<file path="src/design/emcfg_pkg.sv">
// Package for the emulation-mode configuration block: field positions, encodings, reset values.
// Assumes a single 20 MHz clock domain and a serial register port outside this block.
package emcfg_pkg;
   localparam int EMCFG_EN_BIT = 7;
   localparam int EMCFG_MOD_BIT = 6;
   localparam int EMCFG_PWR_HI = 5;
   localparam int EMCFG_PWR_LO = 4;
   localparam int EMCFG_DEV_BIT = 3;
   localparam int EMCFG_FRQ_HI = 2;
   localparam int EMCFG_FRQ_LO = 0;
   localparam int EMCFG_CAP_HI = 4;
   localparam int EMCFG_CAP_LO = 0;
   localparam logic [7:0] EMCFG_EMU_RESET = 8'h00;
   localparam logic [7:0] EMCFG_PRI_RESET = 8'h00;
   localparam logic [4:0] EMCFG_CAP_MAX = 5'h1f;
   localparam logic [2:0] EMCFG_FRQ_SERIAL = 3'h0;
   // Divide ratios in units of 1/100000, codes 1..7
   localparam logic [23:0] EMCFG_RATIO_1 = 24'h1e0a6e; // 19.68750
   localparam logic [23:0] EMCFG_RATIO_2 = 24'h295a6d; // 27.10125
   localparam logic [23:0] EMCFG_RATIO_3 = 24'h25317c; // 24.37500
   localparam logic [23:0] EMCFG_RATIO_4 = 24'h27dd14; // 26.12500
   localparam logic [23:0] EMCFG_RATIO_5 = 24'h237a08; // 23.25000
   localparam logic [23:0] EMCFG_RATIO_6 = 24'h20e6da; // 21.56250
   localparam logic [23:0] EMCFG_RATIO_7 = 24'h2961c0; // 27.12000

   typedef enum logic [1:0] {EMCFG_SRC_SERIAL, EMCFG_SRC_EMU, EMCFG_SRC_MANUAL} emcfg_src_t;

   typedef struct packed {
      logic fsk;
      logic [1:0] pwr;
      logic hdev;
      logic [2:0] frq;
   } emcfg_tx_t;

   typedef struct packed {
      logic enable;
      logic din;
   } emcfg_pulse_t;
endpackage : emcfg_pkg

</file>
<file path="src/design/emcfg_capcnt.sv">
// Pulse counter for the matching-capacitor value loaded over the data-input pin.
// Assumes pin inputs already synchronous to mclk.
`timescale 1ns/1ns
module emcfg_capcnt
   import emcfg_pkg::*;
(
   input wire logic mclk,
   input wire logic reset,
   input wire emcfg_pulse_t pins,
   input wire logic [2:0] frq_sel,
   output logic [4:0] cap_val,
   output logic [2:0] cap_frq,
   output logic cap_valid
);
   logic din_q;
   logic en_q;
   logic first_q;
   logic [4:0] cnt_q;
   logic [2:0] frq_q;
   wire din_rise = pins.din & ~din_q;
   wire en_rise = pins.enable & ~en_q;
   wire count_pulse = din_rise & ~pins.enable;

   always_ff @(posedge mclk) begin
      if (reset) begin
         din_q <= 1'b0;
         // Enable idles high; a low value here would fake a rising edge
         en_q <= 1'b1;
         first_q <= 1'b1;
         cnt_q <= 5'h00;
         frq_q <= 3'h0;
         cap_val <= 5'h00;
         cap_frq <= 3'h0;
         cap_valid <= 1'b0;
      end else begin
         din_q <= pins.din;
         en_q <= pins.enable;
         if (count_pulse && first_q) begin
            // First pulse clears the count and latches the frequency
            cnt_q <= 5'h00;
            frq_q <= frq_sel;
            first_q <= 1'b0;
         end else if (count_pulse && cnt_q != EMCFG_CAP_MAX) begin
            // Saturates: extra pulses past 32 total are dropped
            cnt_q <= cnt_q + 5'h01;
         end
         if (en_rise && !first_q) begin
            cap_val <= cnt_q;
            cap_frq <= frq_q;
            cap_valid <= 1'b1;
         end
         // Rearm after each commit so the next burst opens with a clearing pulse
         if (en_rise) begin
            first_q <= 1'b1;
         end
      end
   end

   cap_commit_a: assert property (@(posedge mclk) disable iff (reset)
      (en_rise && !first_q) |=> (cap_val == $past(cnt_q)) && cap_valid)
      else $error("capacitor count not committed on enable rise");
   cap_sat_a: assert property (@(posedge mclk) disable iff (reset)
      (cnt_q == EMCFG_CAP_MAX) |=> (cnt_q == EMCFG_CAP_MAX) || $past(first_q))
      else $error("capacitor counter wrapped");
   cap_first_a: assert property (@(posedge mclk) disable iff (reset)
      (count_pulse && first_q) |=> (cnt_q == 5'h00) && (frq_q == $past(frq_sel)))
      else $error("first pulse did not clear and latch");
endmodule : emcfg_capcnt

</file>
<file path="src/design/emcfg_top.sv">
// Emulation-mode configuration logic: register write port, mode selection, capacitor source choice.
// Assumes the serial interface delivers decoded one-cycle write strobes and byte data.
`timescale 1ns/1ns
module emcfg_top
   import emcfg_pkg::*;
(
   input wire logic mclk,
   input wire logic reset,
   input wire logic emu_wr,
   input wire logic pri_wr,
   input wire logic [7:0] wr_data,
   input wire logic [2:0] frequency_pins,
   input wire logic modulation_select_pin,
   input wire logic power_select_high_pin,
   input wire logic power_select_low_pin,
   input wire logic deviation_select_pin,
   input wire emcfg_pulse_t pulse_pins,
   input wire emcfg_tx_t serial_cfg,
   input wire logic [23:0] serial_ratio,
   output logic [7:0] emu_rd,
   output logic [7:0] pri_rd,
   output emcfg_src_t cfg_src,
   output logic fsk_sel,
   output logic [1:0] pwr_sel,
   output logic hdev_sel,
   output logic [23:0] div_ratio,
   output logic [4:0] pa_cap
);
   function automatic logic [23:0] emcfg_ratio(input logic [2:0] code);
      case (code)
         3'h1: emcfg_ratio = EMCFG_RATIO_1;
         3'h2: emcfg_ratio = EMCFG_RATIO_2;
         3'h3: emcfg_ratio = EMCFG_RATIO_3;
         3'h4: emcfg_ratio = EMCFG_RATIO_4;
         3'h5: emcfg_ratio = EMCFG_RATIO_5;
         3'h6: emcfg_ratio = EMCFG_RATIO_6;
         3'h7: emcfg_ratio = EMCFG_RATIO_7;
         default: emcfg_ratio = 24'h000000;
      endcase
   endfunction : emcfg_ratio

   ////////////////////////////////////////////////////////////////////////////////
   logic [7:0] emu_q;
   logic [7:0] pri_q;
   logic [4:0] pcap_val;
   logic [2:0] pcap_frq;
   logic pcap_valid;
   logic [2:0] cur_frq;

   always_ff @(posedge mclk) begin
      if (reset) begin
         emu_q <= EMCFG_EMU_RESET;
         pri_q <= EMCFG_PRI_RESET;
      end else begin
         if (emu_wr) begin
            emu_q <= wr_data;
         end
         if (pri_wr) begin
            pri_q <= wr_data;
         end
      end
   end

   emcfg_capcnt u_capcnt (
      .mclk(mclk),
      .reset(reset),
      .pins(pulse_pins),
      .frq_sel(cur_frq),
      .cap_val(pcap_val),
      .cap_frq(pcap_frq),
      .cap_valid(pcap_valid)
   );

   ////////////////////////////////////////////////////////////////////////////////
   // Any high frequency pin means manual mode, which outranks the register
   wire manual = |frequency_pins;
   wire emu_on = !manual && emu_q[EMCFG_EN_BIT];
   wire [4:0] reg_cap = pri_q[EMCFG_CAP_HI:EMCFG_CAP_LO];
   emcfg_tx_t emu_cfg;
   assign emu_cfg.fsk = emu_q[EMCFG_MOD_BIT];
   assign emu_cfg.pwr = emu_q[EMCFG_PWR_HI:EMCFG_PWR_LO];
   assign emu_cfg.hdev = emu_q[EMCFG_DEV_BIT];
   assign emu_cfg.frq = emu_q[EMCFG_FRQ_HI:EMCFG_FRQ_LO];
   emcfg_tx_t pin_cfg;
   assign pin_cfg.fsk = modulation_select_pin;
   assign pin_cfg.pwr = {power_select_high_pin, power_select_low_pin};
   assign pin_cfg.hdev = deviation_select_pin;
   assign pin_cfg.frq = frequency_pins;
   // Emulation takes its fields from its own register; serial_cfg is bypassed, but code zero still uses serial_ratio
   wire emcfg_tx_t sel_cfg = manual ? pin_cfg : (emu_on ? emu_cfg : serial_cfg);
   assign cur_frq = sel_cfg.frq;
   wire preset = manual || (emu_on && emu_cfg.frq != EMCFG_FRQ_SERIAL);
   wire [23:0] ratio_d = preset ? emcfg_ratio(sel_cfg.frq) : serial_ratio;
   // Pulse value belongs to the pin and emulation modes; the full serial set has its own
   wire pulse_hit = pcap_valid && (pcap_frq == cur_frq) && (manual || emu_on);
   // Register capacitor wins whenever nonzero
   wire [4:0] cap_d = (reg_cap != 5'h00) ? reg_cap : (pulse_hit ? pcap_val : 5'h00);
   wire emcfg_src_t src_d = manual ? EMCFG_SRC_MANUAL : (emu_on ? EMCFG_SRC_EMU : EMCFG_SRC_SERIAL);

   ////////////////////////////////////////////////////////////////////////////////
   always_ff @(posedge mclk) begin
      if (reset) begin
         emu_rd <= EMCFG_EMU_RESET;
         pri_rd <= EMCFG_PRI_RESET;
         cfg_src <= EMCFG_SRC_SERIAL;
         fsk_sel <= 1'b0;
         pwr_sel <= 2'h0;
         hdev_sel <= 1'b0;
         div_ratio <= 24'h000000;
         pa_cap <= 5'h00;
      end else begin
         emu_rd <= emu_q;
         pri_rd <= pri_q;
         cfg_src <= src_d;
         fsk_sel <= sel_cfg.fsk;
         pwr_sel <= sel_cfg.pwr;
         hdev_sel <= sel_cfg.hdev;
         div_ratio <= ratio_d;
         pa_cap <= cap_d;
      end
   end

   emu_enter_a: assert property (@(posedge mclk) disable iff (reset)
      (emu_q[EMCFG_EN_BIT] && frequency_pins == 3'h0) |=> cfg_src == EMCFG_SRC_EMU)
      else $error("emulation mode not entered");
   mod_follow_a: assert property (@(posedge mclk) disable iff (reset)
      emu_on |=> fsk_sel == $past(emu_q[EMCFG_MOD_BIT]))
      else $error("modulation bit not applied");
   pwr_follow_a: assert property (@(posedge mclk) disable iff (reset)
      emu_on |=> pwr_sel == $past(emu_q[EMCFG_PWR_HI:EMCFG_PWR_LO]))
      else $error("power field not applied");
   dev_follow_a: assert property (@(posedge mclk) disable iff (reset)
      emu_on |=> hdev_sel == $past(emu_q[EMCFG_DEV_BIT]))
      else $error("deviation bit not applied");
   ratio_top_a: assert property (@(posedge mclk) disable iff (reset)
      (emu_on && emu_q[EMCFG_FRQ_HI:EMCFG_FRQ_LO] == 3'h7) |=> div_ratio == EMCFG_RATIO_7)
      else $error("preset ratio wrong");
   cap_reg_a: assert property (@(posedge mclk) disable iff (reset)
      (pri_q[EMCFG_CAP_HI:EMCFG_CAP_LO] != 5'h00) |=> pa_cap == $past(pri_q[EMCFG_CAP_HI:EMCFG_CAP_LO]))
      else $error("register capacitor not preferred");
   serial_pass_a: assert property (@(posedge mclk) disable iff (reset)
      (!emu_q[EMCFG_EN_BIT] && frequency_pins == 3'h0) |=> div_ratio == $past(serial_ratio))
      else $error("serial settings not used");
   cap_hold_a: assert property (@(posedge mclk) disable iff (reset)
      (pri_q[EMCFG_CAP_HI:EMCFG_CAP_LO] == 5'h00 && !pcap_valid) |=> pa_cap == 5'h00)
      else $error("capacitor nonzero without source");

   ////////////////////////////////////////////////////////////////////////////////
   // Register writes land at the strobe edge and read back one edge later
   emu_write_a: assert property (@(posedge mclk) disable iff (reset)
      emu_wr |=> emu_q == $past(wr_data))
      else $error("emulation register write lost");
   emu_read_a: assert property (@(posedge mclk) disable iff (reset)
      emu_wr |-> ##2 emu_rd == $past(wr_data, 2))
      else $error("emulation register readback wrong");
   pri_write_a: assert property (@(posedge mclk) disable iff (reset)
      pri_wr |=> pri_q == $past(wr_data))
      else $error("primary register write lost");
   pri_read_a: assert property (@(posedge mclk) disable iff (reset)
      pri_wr |-> ##2 pri_rd == $past(wr_data, 2))
      else $error("primary register readback wrong");
   // Manual pins outrank the register, and the same fields then follow the pins
   manual_src_a: assert property (@(posedge mclk) disable iff (reset)
      manual |=> cfg_src == EMCFG_SRC_MANUAL)
      else $error("manual mode not selected");
   manual_mod_a: assert property (@(posedge mclk) disable iff (reset)
      manual |=> fsk_sel == $past(modulation_select_pin))
      else $error("modulation pin not applied");
   manual_pwr_a: assert property (@(posedge mclk) disable iff (reset)
      manual |=> pwr_sel == $past({power_select_high_pin, power_select_low_pin}))
      else $error("power pins not applied");
   manual_dev_a: assert property (@(posedge mclk) disable iff (reset)
      manual |=> hdev_sel == $past(deviation_select_pin))
      else $error("deviation pin not applied");
   manual_ratio_a: assert property (@(posedge mclk) disable iff (reset)
      (frequency_pins == 3'h6) |=> div_ratio == EMCFG_RATIO_6)
      else $error("manual preset ratio wrong");
   // Preset codes 1 to 6, and code zero falling back to the serial ratio
   emu_serial_a: assert property (@(posedge mclk) disable iff (reset)
      (emu_on && emu_q[EMCFG_FRQ_HI:EMCFG_FRQ_LO] == EMCFG_FRQ_SERIAL) |=> div_ratio == $past(serial_ratio))
      else $error("code zero did not use serial ratio");
   ratio_one_a: assert property (@(posedge mclk) disable iff (reset)
      (emu_on && emu_q[EMCFG_FRQ_HI:EMCFG_FRQ_LO] == 3'h1) |=> div_ratio == EMCFG_RATIO_1)
      else $error("preset ratio one wrong");
   ratio_two_a: assert property (@(posedge mclk) disable iff (reset)
      (emu_on && emu_q[EMCFG_FRQ_HI:EMCFG_FRQ_LO] == 3'h2) |=> div_ratio == EMCFG_RATIO_2)
      else $error("preset ratio two wrong");
   ratio_three_a: assert property (@(posedge mclk) disable iff (reset)
      (emu_on && emu_q[EMCFG_FRQ_HI:EMCFG_FRQ_LO] == 3'h3) |=> div_ratio == EMCFG_RATIO_3)
      else $error("preset ratio three wrong");
   ratio_four_a: assert property (@(posedge mclk) disable iff (reset)
      (emu_on && emu_q[EMCFG_FRQ_HI:EMCFG_FRQ_LO] == 3'h4) |=> div_ratio == EMCFG_RATIO_4)
      else $error("preset ratio four wrong");
   ratio_five_a: assert property (@(posedge mclk) disable iff (reset)
      (emu_on && emu_q[EMCFG_FRQ_HI:EMCFG_FRQ_LO] == 3'h5) |=> div_ratio == EMCFG_RATIO_5)
      else $error("preset ratio five wrong");
   ratio_six_a: assert property (@(posedge mclk) disable iff (reset)
      (emu_on && emu_q[EMCFG_FRQ_HI:EMCFG_FRQ_LO] == 3'h6) |=> div_ratio == EMCFG_RATIO_6)
      else $error("preset ratio six wrong");
   // Serial set and capacitor source when no register value is in force
   serial_cfg_a: assert property (@(posedge mclk) disable iff (reset)
      (!manual && !emu_on) |=>
         {fsk_sel, pwr_sel, hdev_sel} == $past({serial_cfg.fsk, serial_cfg.pwr, serial_cfg.hdev}))
      else $error("serial settings not applied");
   cap_pulse_a: assert property (@(posedge mclk) disable iff (reset)
      (reg_cap == 5'h00 && pulse_hit) |=> pa_cap == $past(pcap_val))
      else $error("pulse capacitor not applied");
   cap_none_a: assert property (@(posedge mclk) disable iff (reset)
      (reg_cap == 5'h00 && !pulse_hit) |=> pa_cap == 5'h00)
      else $error("capacitor applied to wrong frequency");
endmodule : emcfg_top

</file>
<file path="config.mk">
export PLATFORM = sky130hd
export DESIGN_NAME = emcfg_top
export DESIGN_NICKNAME = d
export VERILOG_FILES = /design/src/design/emcfg_pkg.sv /design/src/design/emcfg_capcnt.sv /design/src/design/emcfg_top.sv
export SDC_FILE = /design/constraint.sdc
export NUM_CORES = 1
export LEC_CHECK = 0
export BUFFER_PORTS_ARGS = -buffer_cell sky130_fd_sc_hd__buf_2
export CAP_MARGIN = 20
export CORE_ASPECT_RATIO = 0.9
export CORE_MARGIN = 8
export CORE_UTILIZATION = 50
export CTS_CLUSTER_DIAMETER = 40
export DETAILED_ROUTE_END_ITERATION = 10
export PLACE_DENSITY = 0.79
export SYNTH_ARGS = -nofsm -noshare
export SYNTH_HDL_FRONTEND = slang
export SYNTH_SLANG_ARGS = --single-unit
</file>
<file path="constraint.sdc">
create_clock -name mclk -period 3 [get_ports mclk]
set_input_delay 0.6 -clock mclk [delete_from_list [all_inputs] [get_ports mclk]]
set_output_delay 0.6 -clock mclk [all_outputs]
set_load 0.05 [all_outputs]
</file>
==> impl_results.md <==
- Clock tree root driver cell: sky130_fd_sc_hd__clkbuf_8
- Number of max-slew violations in the final report: 0
- Max-Cap Viols: 0
- Final routed wire length divided by cell count: 15.23 µm
- Min-Delay Startpoint: pri_q[5]
- Placed Area: 4177 µm²
- Worst Path Arrival: roughly 2.7 ns
- Dominant cells by area after synthesis: sky130_fd_sc_hd__dfxtp_1 48%, sky130_fd_sc_hd__mux2i_1 9.5%, sky130_fd_sc_hd__nor2_1 6.0%
- Maximum number of pins on one net before global-route repair: 81
- Standard-cell rows: 29
- Async set-or-reset flop fraction in the synthesized netlist: 0%
- Relative area change from synthesis to final layout: 22.18%
- Reported leakage power: 1.992 nW
- # diodes: 0
- Ratio of total power to cell area: 580.8 nW/µm²
- Wire length the detailed router placed on met1: just under 4000 µm
- CTS H-tree depth: 3
- Worst slew margin: 49.49%
- Routability congestion estimate from global placement: 0.8665
- Type of origin of the critical path: flip-flop
- Hold-critical path depth: 1
- Count of unique library cells instantiated by Yosys: between 50 and 60
- Number of buffers inserted by port buffering: 102
- Max rail drop VDD: 0.2675 mV
- Longest Clk Path Bufs: 2
- First-pass GRT wire length: 14010 µm
- Top layer in use: met4
- DRC errors left: 0
- Core region area: ~7000 µm²
- Initial antenna violation count: 0
- Overall via count from detail_route: between 2000 and 3000
- RSZ-0062 raised after global routing: no
- Kind of critical path: flip-flop to flip-flop
- Crit share post-route: 82.07%
- Status: finished clean
- Initial standard-cell utilization of the core: about half
- Min Hold Slack: 0.4644 ns
- TritonCTS clock tree: done
- Layout net count: 524
- Postcts setup bufs: 0
- Post-DRT Antenna Nets: 0
- I/O pin count: 103
- Net count after synthesis: around 430
- Total wire length after detailed routing: 8589 µm
- Detailed Place HPWL: 6355 µm
- Hold path endpoint: pri_rd[5]
- Clock network latency to the later pin of the worst-skew pair: 0.35 ns
- First drt pass iteration count: 4
- Leading register cell type out of synthesis: sky130_fd_sc_hd__dfxtp_1
- Share of the synthesized area in the top cell type: 48.47%
- Layout cell share with drive strength beyond 1: 28.87%
- Share of synthesized area occupied by flip-flops and latches: 48.47%
- Routed length on met2: 3836 µm
- Cell taking the most area after synthesis: sky130_fd_sc_hd__dfxtp_1
- Met3 routed WL: 692 µm
- Total routing resource utilization after global routing: 17.06%
- Placed Cells: 548
- Endpoint type of the worst setup path: flip-flop
- Count of hold-fix buffers inserted at cts: 0
- Clock slew at the register clock pins of the worst setup and hold paths: 0.08 ns
- Sink Count: slightly below 90
- Endpoint of the worst register-to-register path: div_ratio[14]
- Synthesis-stage register bit count: 87
- TNS Setup: 0 ns
- Most common cell in the netlist: sky130_fd_sc_hd__dfxtp_1
- Post-route cell area: around 4400 µm²
- Vias in the first global route: 2875
- Number of flops mapped to enable cells by yosys: 0
- DIE HEIGHT: 96.43 µm
- Resize count post-CTS: 0
- Sum of overflow across all layers after global routing: 0
- Register-to-Register Setup Slack: 0.54 ns
- Peak clock frequency supported by timing: 406.2 MHz
- Clock period minus worst slack: 2.462 ns
- Worst-Margin Slew: 0.7577 ns
- Setup violations, final: 0
- Avg Cell Area, Syn: 9.765 µm²
- Maximum net fanout on the critical path: 9
- 1st-iter DRT viols: 180
- Area of the die: 10160 µm²
- Worst R2R Path Depth: 6
- Vias/cell: 5.230
- Final Hold Violating Endpoints: 0
- Most used standard cells in the synthesized netlist: 87 x sky130_fd_sc_hd__dfxtp_1, 57 x sky130_fd_sc_hd__nor2_1, 34 x sky130_fd_sc_hd__mux2i_1
- Number of warnings reported in the yosys synthesis log: 0
- Reg-to-reg critical path startpoint: emu_q[7]
- Final Non-Filler Cells: 564
- Worst Skew: 0.005459 ns
- Die span in x: 105.4 µm
- CTS Buf Count: 9
- Required time worst endpoint: 3.20 ns
- Number of instances in the synthesized netlist: about 370
- Post-synthesis cell area: 3593 µm²
- Hold Crit Class: flip-flop to flip-flop
[cell usage in the layout, fill, tap and decap left out, types with 3 or more instances in the layout]
cell type	count
sky130_fd_sc_hd__dfxtp_1	87
sky130_fd_sc_hd__nor3_1	10
sky130_fd_sc_hd__nor3b_1	7
sky130_fd_sc_hd__xnor2_1	4
sky130_fd_sc_hd__or3_1	3
sky130_fd_sc_hd__ha_1	6
sky130_fd_sc_hd__a21oi_1	7
sky130_fd_sc_hd__mux2i_1	34
sky130_fd_sc_hd__clkbuf_8	9
sky130_fd_sc_hd__nor2b_1	14
sky130_fd_sc_hd__buf_2	102
sky130_fd_sc_hd__and3_1	3
sky130_fd_sc_hd__o32ai_1	7
sky130_fd_sc_hd__nand4_1	3
sky130_fd_sc_hd__nor4_1	3
sky130_fd_sc_hd__nand2b_1	10
sky130_fd_sc_hd__a211oi_1	13
sky130_fd_sc_hd__nor2_1	57
sky130_fd_sc_hd__and2_1	4
sky130_fd_sc_hd__o41ai_1	4
sky130_fd_sc_hd__xor2_1	4
sky130_fd_sc_hd__nand2_1	8
sky130_fd_sc_hd__inv_1	15
sky130_fd_sc_hd__buf_4	6
sky130_fd_sc_hd__o21ai_0	6
[logic make-up (layout without fill, tap and decap cells)]
logic type / count (synthesis) / in the layout / synth area share [%]
mux: 37 / 37 / 10.52
xor+xnor: 9 / 9 / 2.402
buf+inv: 36 / 139 / 4.039
fa+ha+maj: 6 / 6 / 2.089
flops: 87 / 87 / 48.47
compound gates: 58 / 58 / 12.67
simple gates: 135 / 135 / 19.81
[how the worst max path moves through the flow]
stage,startpoint,endpoint,depth (start not counted)
2_1_floorplan,serial_cfg[1],div_ratio[13],6
3_3_place_gp,frequency_pins[0],div_ratio[14],7
3_5_place_dp,frequency_pins[0],div_ratio[8],7
4_1_cts,emu_q[7],div_ratio[8],6
5_1_grt,emu_q[7],div_ratio[9],6
6_report,emu_q[7],div_ratio[14],6
[worst max-delay path, cell delays in order (launching register included)]
cell and delay [ns]:
sky130_fd_sc_hd__dfxtp_1 0.41, sky130_fd_sc_hd__mux2_4 0.36, sky130_fd_sc_hd__a21oi_4 0.29, sky130_fd_sc_hd__inv_1 0.12, sky130_fd_sc_hd__ha_1 0.30, sky130_fd_sc_hd__o41ai_2 0.64
sky130_fd_sc_hd__o32ai_1 0.19
[report_power, final]
group / switching, W / internal, W
clock network: 0.000403 / 0.000471
registers: 0.0000256 / 0.00121
logic: 0.000298 / 0.000139
total: 0.000727 / 0.00182
[sequential cells by signal, summed over array words and instances, names as in the netlist, 3 cells and up]
| signal | cells |
|---|---|
| emu_rd | 8 |
| pa_cap | 5 |
| u_capcnt.frq_q | 3 |
| u_capcnt.cap_frq | 3 |
| pri_rd | 8 |
| div_ratio | 24 |
| u_capcnt.cap_val | 5 |
| emu_q | 8 |
| u_capcnt.cnt_q | 5 |
| pri_q | 8 |
[layout make-up]
type | count | area [µm²]
Tap cell | 93 | 116.4
Multi-Input combinational cell | 245 | 1707
Fill cell | 626 | 2613
Sequential cell | 87 | 1742
Timing Repair Buffer | 108 | 555.5
Clock inverter | 5 | 82.58
Clock buffer | 11 | 131.4
Inverter | 15 | 56.30
[per-stage QoR]
step / setup WS, ns / power [W] / utilization [%]
CTS: 0.5413 / 0.002573 / 62.69
finish: 0.5379 / 0.002550 / 62.69
global route: 0.3902 / 0.002655 / 62.69
global placement: 0.3192 / 0.001697 / 59.64
floorplan: 0.7115 / 0.001581 / -
detailed placement: 0.2477 / 0.001703 / 59.64
[layer usage]
metal / GRT usage (%) / vias to the layer above
met5: 0 / -
met4: 7.236 / 0
met3: 6.034 / 12
met2: 26.91 / 86
met1: 20.94 / 1355
li1: - / 1497
Power figures use the tool's default switching activity.
